$ cat config.mk
export PLATFORM = sky130hd
export DESIGN_NAME = acr_device_flat
export DESIGN_NICKNAME = d
export VERILOG_FILES = /design/src/design/acr_pkg.sv /design/src/design/acr_if.sv /design/src/design/acr_phase_decode.sv /design/src/design/acr_device.sv /design/src/flat_wrapper.sv
export SDC_FILE = /design/constraint.sdc
export NUM_CORES = 1
export LEC_CHECK = 0
export BUFFER_PORTS_ARGS = -buffer_cell sky130_fd_sc_hd__buf_2
export CAP_MARGIN = 20
export CORE_MARGIN = 2
export CORE_UTILIZATION = 50
export DETAILED_ROUTE_END_ITERATION = 12
export PLACE_DENSITY = 0.75
export SYNTH_ARGS = -nofsm -noshare
export SYNTH_HDL_FRONTEND = slang
export SYNTH_SLANG_ARGS = --single-unit
$ cat constraint.sdc
create_clock -name CLOCK_I -period 7.7 [get_ports CLOCK_I]
set_input_delay 0.77 -clock CLOCK_I [delete_from_list [all_inputs] [get_ports CLOCK_I]]
set_output_delay 0.77 -clock CLOCK_I [all_outputs]
set_load 0.02 [all_outputs]
$ cat src/design/acr_pkg.sv
package acr_pkg;
   // Register index (printed offsets)
   localparam logic [11:0] REG_POWER_MODE = 12'h008;
   localparam logic [11:0] REG_ENHANCE = 12'h00C;
   localparam logic [11:0] REG_OUT_MODE = 12'h014;
   localparam logic [11:0] REG_CLK_PHASE = 12'h016;
   localparam logic [11:0] REG_SERIALIZER = 12'h021;
   localparam logic [11:0] REG_SERIAL_PIN = 12'h101;
   localparam logic [11:0] REG_COMMON_MODE = 12'h102;
   localparam logic [11:0] REG_CAL_STATUS = 12'h107;
   localparam logic [11:0] REG_GLITCH_REC = 12'h112;
   // Reset values
   localparam logic [7:0] RST_POWER_MODE = 8'h00;
   localparam logic [7:0] RST_ENHANCE = 8'h00;
   localparam logic [7:0] RST_OUT_MODE = 8'h01;
   localparam logic [7:0] RST_CLK_PHASE = 8'h03;
   localparam logic [7:0] RST_SERIALIZER = 8'h30;
   localparam logic [7:0] RST_SERIAL_PIN = 8'h00;
   localparam logic [7:0] RST_COMMON_MODE = 8'h00;
   localparam logic [7:0] RST_GLITCH_REC = 8'h07;
   // Power modes
   localparam logic [1:0] PM_NORMAL = 2'h0;
   localparam logic [1:0] PM_POWERDOWN = 2'h1;
   localparam logic [1:0] PM_STANDBY = 2'h2;
   localparam logic [1:0] PM_DIGRESET = 2'h3;
   // Field positions
   localparam int CHOP_BIT = 2;
   localparam int REDUCED_BIT = 6;
   localparam int INVERT_BIT = 2;
   localparam int TWOS_BIT = 0;
   localparam int SER_MODE_LSB = 4;
   localparam int REC_MODE_LSB = 3;
   localparam logic [2:0] REC_ON = 3'h5;
   localparam logic [2:0] REC_OFF = 3'h0;
   localparam logic [2:0] REC_SETUP_OK = 3'h7;
   // Serializer modes
   localparam logic [2:0] SER_SDR2_BIT = 3'h0;
   localparam logic [2:0] SER_SDR2_BYTE = 3'h1;
   localparam logic [2:0] SER_DDR2_A = 3'h2;
   localparam logic [2:0] SER_DDR2_B = 3'h3;
   localparam logic [2:0] SER_DDR1_WORD = 3'h4;
   localparam logic [3:0] MULT_DDR2 = 4'h4;
   localparam logic [3:0] MULT_X8 = 4'h8;
   localparam logic [3:0] PHASE_MAX_CODE = 4'hB;
   localparam logic [9:0] PHASE_STEP_DEG = 10'd60;
   // Timing
   localparam int RECOVERY_CYCLES = 31000000;
   localparam int CAL_CYCLES = 1024;
   // Controller registers (AHB byte addresses)
   localparam logic [7:0] CTL_ADDR = 8'h00;
   localparam logic [7:0] CTL_WDATA = 8'h04;
   localparam logic [7:0] CTL_CMD = 8'h08;
   localparam logic [7:0] CTL_STATUS = 8'h0C;
   localparam logic [7:0] CTL_RDATA = 8'h10;
   localparam logic [31:0] OKAY_READ_ZERO = 32'h0000_0000;
endpackage

$ cat src/design/acr_if.sv
`timescale 1ns/1ps
// Register port between controller and device
interface acr_if;
   logic req;
   logic we;
   logic [11:0] addr;
   logic [7:0] wdata;
   logic ack;
   logic [7:0] rdata;
   modport host (output req, output we, output addr, output wdata, input ack, input rdata);
   modport dev (input req, input we, input addr, input wdata, output ack, output rdata);
endinterface

$ cat src/design/acr_phase_decode.sv
`timescale 1ns/1ps
// Output clock phase and multiplier decode
module acr_phase_decode
   import acr_pkg::*;
(
   input wire logic [3:0] phase_code_i,
   input wire logic [2:0] ser_mode_i,
   output logic [9:0] phase_deg_o,
   output logic [3:0] clk_mult_o,
   output logic mode_valid_o
);
   logic [3:0] code_sat;
   // [RQ14] saturate at 660
   assign code_sat = (phase_code_i >= PHASE_MAX_CODE) ? PHASE_MAX_CODE : phase_code_i;
   assign phase_deg_o = 10'(code_sat * PHASE_STEP_DEG);
   // [RQ20] serializer decode
   always_comb begin
      clk_mult_o = MULT_X8;
      mode_valid_o = 1'b1;
      unique case (ser_mode_i)
         SER_SDR2_BIT, SER_SDR2_BYTE: clk_mult_o = MULT_X8;
         // [RQ21] double rate two lane
         SER_DDR2_A, SER_DDR2_B: clk_mult_o = MULT_DDR2;
         SER_DDR1_WORD: clk_mult_o = MULT_X8;
         default: mode_valid_o = 1'b0;
      endcase
   end
endmodule

$ cat src/design/acr_device.sv
// Chosen here: the AHB-Lite register port.
`timescale 1ns/1ps
// What this block does
// [RQ1] Mode 00: channels and datapath active
// [RQ2] Mode 01: gate clocks, reset datapath, outputs off
// [RQ3] Mode 10: gate clocks, outputs off, no reset
// [RQ4] Host avoids standby during calibration
// [RQ5] Calibrate at power-up and digital reset
// [RQ6] Mode 11: calibrate, reset datapath, not port
// [RQ7] Register port never reset by modes
// [RQ8] Enhancement bit 2 enables chopping
// [RQ9] Output bit 6 selects reduced range
// [RQ10] Output bit 2 inverts serial stream
// [RQ11] Output bit 0 twos complement default
// [RQ12] Input phase delays sampling 0..7 cycles
// [RQ13] Host keeps phase within divider ratio
// [RQ14] Output clock phase in 60 degree steps
// [RQ15] System keeps SDR rate within limit
// [RQ16] Recovery 000: stay disrupted until reset
// [RQ17] Recovery 101: recover after 31M cycles
// [RQ18] Recovery setup resets to 111
// [RQ19] Host writes 03 then 00 to reset
// [RQ20] Serializer mode field decode
// [RQ21] Output clock 4x or 8x sample rate
// [RQ22] All registers default at power-on reset
module acr_device
   import acr_pkg::*;
#(
   parameter int RECOVERY_COUNT = RECOVERY_CYCLES,
   parameter int CAL_COUNT = CAL_CYCLES
)(
   input wire logic CLOCK_I,
   input wire logic RESETN_I,
   acr_if.dev BUS,
   input wire logic GLITCH_I,
   input wire logic CLKDIV_ACTIVE_I,
   input wire logic [15:0] SAMPLE_A_I,
   input wire logic [15:0] SAMPLE_B_I,
   output logic DATAPATH_CLK_EN_O,
   output logic DATAPATH_RESET_O,
   output logic OUTPUT_EN_O,
   output logic CAL_BUSY_O,
   output logic CHOP_EN_O,
   output logic REDUCED_RANGE_O,
   output logic [2:0] SAMPLE_DELAY_O,
   output logic [9:0] DATA_OUTPUT_CLOCK_PHASE_O,
   output logic [3:0] DATA_OUTPUT_CLOCK_MULT_O,
   output logic [2:0] SERIAL_MODE_O,
   output logic [1:0] SERIAL_WORD_WIDTH_O,
   output logic DISRUPTED_O,
   output logic [15:0] LANE_A_O,
   output logic [15:0] LANE_B_O
);
   logic [7:0] power_mode, enhance, out_mode, clk_phase, serializer;
   logic [7:0] serial_pin, common_mode, glitch_rec;
   logic [1:0] cal_status;
   logic [$clog2(CAL_COUNT+1)-1:0] cal_cnt;
   logic [$clog2(RECOVERY_COUNT+1)-1:0] rec_cnt;
   logic disrupted, wr, mode_valid;
   logic [1:0] pm;
   logic dp_run;

   assign wr = BUS.req & BUS.we;
   assign pm = power_mode[1:0];

   ////////////////////////////////////////////////////////////////////////
   // Register writes, only power-on reset clears them
   // [RQ7] port untouched by modes
   // [RQ22] defaults at reset
   always_ff @(posedge CLOCK_I) begin
      if (!RESETN_I) begin
         power_mode <= RST_POWER_MODE;
         enhance <= RST_ENHANCE;
         out_mode <= RST_OUT_MODE;
         clk_phase <= RST_CLK_PHASE;
         serializer <= RST_SERIALIZER;
         serial_pin <= RST_SERIAL_PIN;
         common_mode <= RST_COMMON_MODE;
         // [RQ18] setup field 111
         glitch_rec <= RST_GLITCH_REC;
      end else if (wr) begin
         unique case (BUS.addr)
            REG_POWER_MODE: power_mode <= {6'h00, BUS.wdata[1:0]};
            REG_ENHANCE: enhance <= {5'h00, BUS.wdata[2], 2'h0};
            REG_OUT_MODE: out_mode <= {1'b0, BUS.wdata[6], 3'h0, BUS.wdata[2], 1'b0,
                                       BUS.wdata[0]};
            REG_CLK_PHASE: clk_phase <= {1'b0, BUS.wdata[6:0]};
            REG_SERIALIZER: serializer <= BUS.wdata;
            REG_SERIAL_PIN: serial_pin <= {7'h00, BUS.wdata[0]};
            REG_COMMON_MODE: common_mode <= {4'h0, BUS.wdata[3], 3'h0};
            REG_GLITCH_REC: glitch_rec <= {2'h0, BUS.wdata[5:0]};
            default: ;
         endcase
      end
   end

   ////////////////////////////////////////////////////////////////////////
   // Read path and one-cycle acknowledge
   always_ff @(posedge CLOCK_I) begin
      if (!RESETN_I) begin
         BUS.ack <= 1'b0;
         BUS.rdata <= 8'h00;
      end else begin
         BUS.ack <= BUS.req & ~BUS.ack;
         unique case (BUS.addr)
            REG_POWER_MODE: BUS.rdata <= power_mode;
            REG_ENHANCE: BUS.rdata <= enhance;
            REG_OUT_MODE: BUS.rdata <= out_mode;
            REG_CLK_PHASE: BUS.rdata <= clk_phase;
            REG_SERIALIZER: BUS.rdata <= serializer;
            REG_SERIAL_PIN: BUS.rdata <= serial_pin;
            REG_COMMON_MODE: BUS.rdata <= common_mode;
            // [RQ5] 0x00 means calibration done
            REG_CAL_STATUS: BUS.rdata <= {6'h00, cal_status};
            REG_GLITCH_REC: BUS.rdata <= glitch_rec;
            default: BUS.rdata <= 8'h00;
         endcase
      end
   end

   ////////////////////////////////////////////////////////////////////////
   // Foreground calibration timer
   // [RQ5] start at power-up
   // [RQ6] restart during digital reset
   always_ff @(posedge CLOCK_I) begin
      if (!RESETN_I) begin
         cal_cnt <= '0;
         cal_status <= 2'h3;
      end else if (pm == PM_DIGRESET) begin
         cal_cnt <= '0;
         cal_status <= 2'h3;
      end else if (cal_status != 2'h0) begin
         if (cal_cnt == ($bits(cal_cnt))'(CAL_COUNT - 1)) begin
            cal_status <= 2'h0;
         end else begin
            cal_cnt <= cal_cnt + 1'b1;
         end
      end
   end

   ////////////////////////////////////////////////////////////////////////
   // Clock glitch disruption and recovery
   always_ff @(posedge CLOCK_I) begin
      if (!RESETN_I) begin
         disrupted <= 1'b0;
         rec_cnt <= '0;
      // A glitch seen during a digital reset still marks the part disrupted
      end else if (GLITCH_I) begin
         disrupted <= 1'b1;
         rec_cnt <= '0;
      end else if (pm == PM_DIGRESET) begin
         disrupted <= 1'b0;
         rec_cnt <= '0;
      // [RQ17] auto recovery count
      end else if (disrupted && glitch_rec[5:3] == REC_ON) begin
         if (rec_cnt == ($bits(rec_cnt))'(RECOVERY_COUNT - 1)) begin
            disrupted <= 1'b0;
            rec_cnt <= '0;
         end else begin
            rec_cnt <= rec_cnt + 1'b1;
         end
      end
      // [RQ16] otherwise stays disrupted
   end

   ////////////////////////////////////////////////////////////////////////
   // Power mode controls
   // [RQ1] [RQ2] [RQ3] [RQ6] mode gating
   assign dp_run = (pm == PM_NORMAL);
   assign DATAPATH_CLK_EN_O = dp_run;
   assign DATAPATH_RESET_O = (pm == PM_POWERDOWN) | (pm == PM_DIGRESET);
   assign OUTPUT_EN_O = dp_run & ~disrupted;
   assign CAL_BUSY_O = |cal_status;
   // [RQ8] chop enable
   assign CHOP_EN_O = enhance[CHOP_BIT];
   // [RQ9] reduced range swing
   assign REDUCED_RANGE_O = out_mode[REDUCED_BIT];
   // [RQ12] sampling delay only with divider
   assign SAMPLE_DELAY_O = CLKDIV_ACTIVE_I ? clk_phase[6:4] : 3'h0;
   assign SERIAL_MODE_O = serializer[SER_MODE_LSB +: 3];
   assign SERIAL_WORD_WIDTH_O = serializer[1:0];
   assign DISRUPTED_O = disrupted;

   // Phase in degrees and lane clock multiple from the live registers
   acr_phase_decode u_phase (
      .phase_code_i(clk_phase[3:0]),
      .ser_mode_i(serializer[SER_MODE_LSB +: 3]),
      .phase_deg_o(DATA_OUTPUT_CLOCK_PHASE_O),
      .clk_mult_o(DATA_OUTPUT_CLOCK_MULT_O),
      .mode_valid_o(mode_valid)
   );

   ////////////////////////////////////////////////////////////////////////
   // Output encoding of lane data
   always_ff @(posedge CLOCK_I) begin
      if (!RESETN_I || DATAPATH_RESET_O) begin
         LANE_A_O <= 16'h0000;
         LANE_B_O <= 16'h0000;
      // Lanes freeze on an undefined serializer code
      end else if (dp_run && mode_valid) begin
         // [RQ11] offset binary flips the sign bit
         // [RQ10] invert whole stream
         LANE_A_O <= {SAMPLE_A_I[15] ^ ~out_mode[TWOS_BIT], SAMPLE_A_I[14:0]}
                     ^ {16{out_mode[INVERT_BIT]}};
         LANE_B_O <= {SAMPLE_B_I[15] ^ ~out_mode[TWOS_BIT], SAMPLE_B_I[14:0]}
                     ^ {16{out_mode[INVERT_BIT]}};
      end
   end
endmodule

$ cat src/flat_wrapper.sv
// flat-port wrapper written by rule: the top's interface ports become plain ports
module acr_device_flat import acr_pkg::*;
#(
   parameter int RECOVERY_COUNT = RECOVERY_CYCLES,
   parameter int CAL_COUNT = CAL_CYCLES
)
  (CLOCK_I, RESETN_I, GLITCH_I, CLKDIV_ACTIVE_I, SAMPLE_A_I, SAMPLE_B_I, DATAPATH_CLK_EN_O, DATAPATH_RESET_O, OUTPUT_EN_O, CAL_BUSY_O, CHOP_EN_O, REDUCED_RANGE_O, SAMPLE_DELAY_O, DATA_OUTPUT_CLOCK_PHASE_O, DATA_OUTPUT_CLOCK_MULT_O, SERIAL_MODE_O, SERIAL_WORD_WIDTH_O, DISRUPTED_O, LANE_A_O, LANE_B_O, BUS_req, BUS_we, BUS_addr, BUS_wdata, BUS_ack, BUS_rdata);
  acr_if BUS_i ();
  input wire logic CLOCK_I;
  input wire logic RESETN_I;
  input wire logic GLITCH_I;
  input wire logic CLKDIV_ACTIVE_I;
  input wire logic [15:0] SAMPLE_A_I;
  input wire logic [15:0] SAMPLE_B_I;
  output logic DATAPATH_CLK_EN_O;
  output logic DATAPATH_RESET_O;
  output logic OUTPUT_EN_O;
  output logic CAL_BUSY_O;
  output logic CHOP_EN_O;
  output logic REDUCED_RANGE_O;
  output logic [2:0] SAMPLE_DELAY_O;
  output logic [9:0] DATA_OUTPUT_CLOCK_PHASE_O;
  output logic [3:0] DATA_OUTPUT_CLOCK_MULT_O;
  output logic [2:0] SERIAL_MODE_O;
  output logic [1:0] SERIAL_WORD_WIDTH_O;
  output logic DISRUPTED_O;
  output logic [15:0] LANE_A_O;
  output logic [15:0] LANE_B_O;
  input wire logic [$bits(BUS_i.req)-1:0] BUS_req;
  input wire logic [$bits(BUS_i.we)-1:0] BUS_we;
  input wire logic [$bits(BUS_i.addr)-1:0] BUS_addr;
  input wire logic [$bits(BUS_i.wdata)-1:0] BUS_wdata;
  output wire logic [$bits(BUS_i.ack)-1:0] BUS_ack;
  output wire logic [$bits(BUS_i.rdata)-1:0] BUS_rdata;
  assign BUS_i.req = BUS_req;
  assign BUS_i.we = BUS_we;
  assign BUS_i.addr = BUS_addr;
  assign BUS_i.wdata = BUS_wdata;
  assign BUS_ack = BUS_i.ack;
  assign BUS_rdata = BUS_i.rdata;
  acr_device #(.RECOVERY_COUNT(RECOVERY_COUNT), .CAL_COUNT(CAL_COUNT)) u_core (.CLOCK_I(CLOCK_I), .RESETN_I(RESETN_I), .BUS(BUS_i), .GLITCH_I(GLITCH_I), .CLKDIV_ACTIVE_I(CLKDIV_ACTIVE_I), .SAMPLE_A_I(SAMPLE_A_I), .SAMPLE_B_I(SAMPLE_B_I), .DATAPATH_CLK_EN_O(DATAPATH_CLK_EN_O), .DATAPATH_RESET_O(DATAPATH_RESET_O), .OUTPUT_EN_O(OUTPUT_EN_O), .CAL_BUSY_O(CAL_BUSY_O), .CHOP_EN_O(CHOP_EN_O), .REDUCED_RANGE_O(REDUCED_RANGE_O), .SAMPLE_DELAY_O(SAMPLE_DELAY_O), .DATA_OUTPUT_CLOCK_PHASE_O(DATA_OUTPUT_CLOCK_PHASE_O), .DATA_OUTPUT_CLOCK_MULT_O(DATA_OUTPUT_CLOCK_MULT_O), .SERIAL_MODE_O(SERIAL_MODE_O), .SERIAL_WORD_WIDTH_O(SERIAL_WORD_WIDTH_O), .DISRUPTED_O(DISRUPTED_O), .LANE_A_O(LANE_A_O), .LANE_B_O(LANE_B_O));
endmodule
After elaboration in Yosys (flattened, before gate mapping)
Cells that the tools add are included.

$add $sub $neg: 2. Multiply operators: 1. $lt $le $gt $ge: 1. Equal/unequal tests: 18. Muxes and demuxes: 10. Bitwise logic cells: 13. Reductions and logical operators: 25.

Operators by type and width (count): 8-bit one-hot mux with 9 select lines (1); 12-bit by 9-bit equality test with 1-bit output, second input constant (4); 16-bit XOR (2); 25-bit by 1-bit adder with 25-bit output, second input constant (1); 25-bit equality test, second input constant (1); 25-bit two-way mux (1); 12-bit by 4-bit equality test with 1-bit output, second input constant (2); 12-bit by 5-bit equality test with 1-bit output, second input constant (2); 2-bit AND reduction (11); 12-bit by 6-bit equality test with 1-bit output, second input constant (1); 11-bit by 1-bit adder with 11-bit output, second input constant (1); 11-bit by 10-bit equality test with 1-bit output, second input constant (1); 4-bit by 4-bit multiplier with 8-bit output, second input constant (1); 4-bit two-way mux (2); 3-bit by 2-bit equality test with 1-bit output, second input constant (2); 3-bit equality test, second input constant (2); 3-bit nonzero test (2); 2-bit OR reduction (3); 1-bit two-way mux (5); 1-bit NOT (5); 5-bit OR reduction (1); 4-bit >= comparator, second input constant (1); 1-bit bitwise AND (3); 3-bit by 1-bit equality test with 1-bit output, second input constant (1); other kinds (12) (14).

Register bits: 109. Output and inout bits: 70. Word-level logic and storage cells: 86.

Depth between registers and ports, before layout
Word-level depth: 5. Mapped depth: 9. Depth with buffers taken out: 9.

Cells and area by module
Synthesis repeated with hierarchy kept, for this count alone.

Cells, all modules: 578. Area total of the unflattened synthesis: 5296.3 µm².

By module, submodules not included: acr_device (times used 1, cells each 539, area each 4932.2 µm²); acr_phase_decode (times used 1, cells each 39, area each 364.1 µm²).

Worst setup path after synthesis
OpenSTA, ideal clock, no wires.

Kind: reg-to-output. From: register u_core.clk_phase[2]. To: output DATA_OUTPUT_CLOCK_PHASE_O[9]. Arrival: 2636 ps. Required time: 6930 ps. Path slack: 4294 ps. Stages on the path, launching flop included: 10. Buffers on the path: 0. Cell sequence: dfxtp_1 nor2b_1 fa_1 fa_1 ha_1 a21o_1 a21oi_1 nor2b_1 o21ai_0 nand2b_1.

Longest elaborated chain between the ends: 3.

Ends and longest elaborated chain: start: declaration (RTL line acr_device.sv:54) `logic [7:0] power_mode, enhance, out_mode, clk_phase, serializer;`; start signal: assignment (RTL line acr_device.sv:87) `REG_CLK_PHASE: clk_phase <= {1'b0, BUS.wdata[6:0]};`; 4-bit >= comparator (RTL line acr_phase_decode.sv:14) `assign code_sat = (phase_code_i >= PHASE_MAX_CODE) ? PHASE_MAX_CODE : phase_code_i;`; 4-bit two-way mux (*) (RTL line acr_phase_decode.sv:14); 4-bit by 4-bit multiplier with 8-bit output (*) (RTL line acr_phase_decode.sv:15) `assign phase_deg_o = 10'(code_sat * PHASE_STEP_DEG);`; end: declaration (RTL line flat_wrapper.sv:22) `output logic [9:0] DATA_OUTPUT_CLOCK_PHASE_O;`.

Every way passes the cells marked *; elsewhere a longest branch is shown, timed or not.

Worst setup path after layout
From: register u_core.clk_phase[3]. To: output DATA_OUTPUT_CLOCK_PHASE_O[9].

Same word-level chain as after synthesis.

==> results.yml <==
outcome:
  run_status: "complete, no violations"
global_routing:
  track_usage_pct: 21.1
  antenna_found_initial: 0
  grt_pass1_vias: 4341
  grt_pass1_wl_um: 19800
  overflow: 0
  grt_max_degree: 65
pwr:
  p_leak_uw: 0.00250
  power_density_nw_per_um2: 166
  peakVddDrop_mv: 0.145
route:
  wire_per_inst_um: 14.3
  antenna_left: 0
  drtIter0Drc: 336
  vias: 4520
  drc_errors: 0
  via_per_inst: 5.45
  wirelength_um: 11900
  drt_pass1_iterations: 5
final_layout:
  num_antenna_cells: 0
  area_delta_synth_final_pct: 15.8
  num-nets-final: 762
  instances_no_fill: 829
  drive_above_1_share_pct: 22.2
die:
  die_width_um: 107
  initial_core_util_pct: 51.4
  dieHeight_um: 107
  io_pins: 128
  core_area_um2: 10300
  dieArea_um2: 11400
  fp-row-count: 37
synthesis:
  ys_ff_latch: 108
  avgSynthCellArea_um2: 8.96
  syn_area_um2: 5280
  syn_inst: 590
  yosys_warnings: 0
  synth_top_area_cell: "dfxtp_1"
  synthFlopType: "dfxtp_1"
  synth_edf_count: 0
  synth_top_area_share_pct: 40.9
  yosys-top-cells-area: "dfxtp_1 (41%), xnor2_1 (6.8%), nor2_1 (5.8%), a211oi_1 (4.5%), xor2_1 (4.1%)"
  yosys-top-cells-count: "dfxtp_1 (108), nor2_1 (82), nand2_1 (48)"
  synth_most_common_cell: "dfxtp_1"
  synth.distinct_cells: 58
  async_flop_share_pct: 0
  yosysSeqAreaShare_pct: 40.9
clocking:
  cts.sinks: 108
  root_buffer: "clkbuf_8"
  cts_tree: "yes"
  htreeDepth: 3
  clock_latency_ns: 0.36
  cts-resized-gates: 0
  clock_path_buffers: 2
  clkTransAtPathRegs_ns: 0.11
  post-cts-setup-buffer-count: 0
  cts_hold_buf: 0
  cts_buffers: 9
job:
  cap_violations: 0
worst_setup_path:
  crit_type: "register to output pin"
  critPathMaxFanout: 9
  cp-start-kind: "register"
  required_ns: 6.93
  cp.arrival_ns: 3.28
  cp-end-kind: "output pin"
timing:
  post-route-period-util_pct: 52.6
  tightest_slew_ns: 0.957
  finalSetupTns_ns: 0
  rsz0062_at_grt: "no"
  fmax_ghz: 0.247
  relSlewSlack_pct: 36.2
  setup_violations: 0
  fin_skew_ns: 0.0159
  slew_violations: 0
  finalCriticalPeriod_ns: 4.05
  hold_viol_final: 0
placed_design:
  place.gp.congestion: 0.882
  dp_cells: 813
  hpwl_um: 8820
  port_buffers: 123
min_path:
  hp-class: "register to register"
## worst max-delay path, stage by stage, from the launching register on
cell	delay (ns)
dfxtp_1	0.43
nor2b_1	0.36
fa_1	0.52
fa_1	0.49
ha_1	0.29
a21o_1	0.18
a21oi_1	0.21
nor2b_1	0.08
o21ai_0	0.14
nand2b_1	0.06
buf_2	0.15
## metal layers
metal | vias to the layer above | part of all wire [%] | global-route usage, %
met5 | - | 0 | 0
met4 | 0 | 1.9 | 7.05
met3 | 19 | 5.2 | 2.80
met2 | 146 | 48 | 36.4
met1 | 2113 | 45 | 27.2
li1 | 2242 | - | -
## per-stage QoR
stage          worst slack, ns  utilization [%]  hold WS [ns]  power (uW)  cell area [um2]
3_3_place_gp              4.15             57.3         0.393         672             5890
3_5_place_dp              4.04             57.3         0.402         674             5890
5_1_grt                   3.34             59.5         0.429        1060             6120
4_1_cts                   3.65             59.3         0.418        1030             6100
2_1_floorplan             4.29                -         0.426         639             5300
6_report                  3.65             59.5         0.416        1020             6120
## worst paths after layout
kind                            start                      endpoint  slack (ns)  depth (start not counted)
setup reg to reg   u_core.DISRUPTED_O             u_core.rec_cnt[4]        5.63                          5
hold / removal         u_core.BUS.ack                u_core.BUS.ack        0.42                          1
hold reg to reg        u_core.BUS.ack                u_core.BUS.ack        0.42                          1
setup / recovery  u_core.clk_phase[3]  DATA_OUTPUT_CLOCK_PHASE_O[9]        3.65                         10
## kinds of logic after synthesis
| logic type | share of synthesized area [%] |
|---|---|
| adder cells (fa/ha/maj) | 4.12 |
| other | 0.0710 |
| buffers and inverters | 4.26 |
| multiplexers | 2.65 |
| AO/OA/AOI/OAI | 12.0 |
| flip-flops | 40.9 |
| AND/OR/NAND/NOR | 25.0 |
| XOR/XNOR | 10.9 |
## sequential cells by signal (all words and copies together), names as in the netlist, 2 cells and up
signal,count
u_core.LANE_A_O,16
u_core.cal_cnt,11
u_core.rec_cnt,25
u_core.serializer,8
u_core.glitch_rec,6
u_core.out_mode,3
u_core.BUS.rdata,8
u_core.power_mode,2
u_core.clk_phase,7
u_core.LANE_B_O,16
## power breakdown
part	internal (uW)	switching, uW	total, uW
combinational	33.8	51.1	84.9
clock	163	194	357
sequential	569	6.64	576
total	766	252	1020
## final cells by class
class	count	area (um2)
fill	918	4160
multi-input combinational	439	2910
sequential	108	2160
timing repair buffer	125	643
tap	136	170
clock buffer	10	138
clock inverter	5	72.6
inverter	6	22.5
## placed cells by master (no fill, tap or decap), types with 2 or more instances in the layout
master	netlist	routed
a211oi_1	32	32
a21boi_0	5	5
a21boi_1	6	6
a21o_1	4	4
a21oi_1	10	10
a222oi_1	3	3
a22oi_1	5	5
a31oi_1	3	3
a32oi_1	2	2
and2_1	9	8
and3_1	6	6
and4_1	3	3
and4b_1	2	2
buf_2	3	123
clkbuf_8	0	10
clkinv_4	0	2
conb_1	1	4
dfxtp_1	108	107
fa_1	4	4
ha_1	11	11
inv_1	6	6
mux2i_1	14	14
nand2_1	48	48
nand2b_1	3	3
nand3_1	30	30
nand4_1	15	15
nand4b_1	3	3
nor2_1	82	82
nor2b_1	16	16
nor3_1	13	13
nor4_4	3	3
nor4b_1	2	2
o211ai_1	2	2
o21ai_0	7	7
or2_2	2	2
or3_1	3	3
or3_4	3	3
or3b_2	2	2
xnor2_1	41	41
xor2_1	25	25
Note: power is estimated with default switching activity, not from simulation.
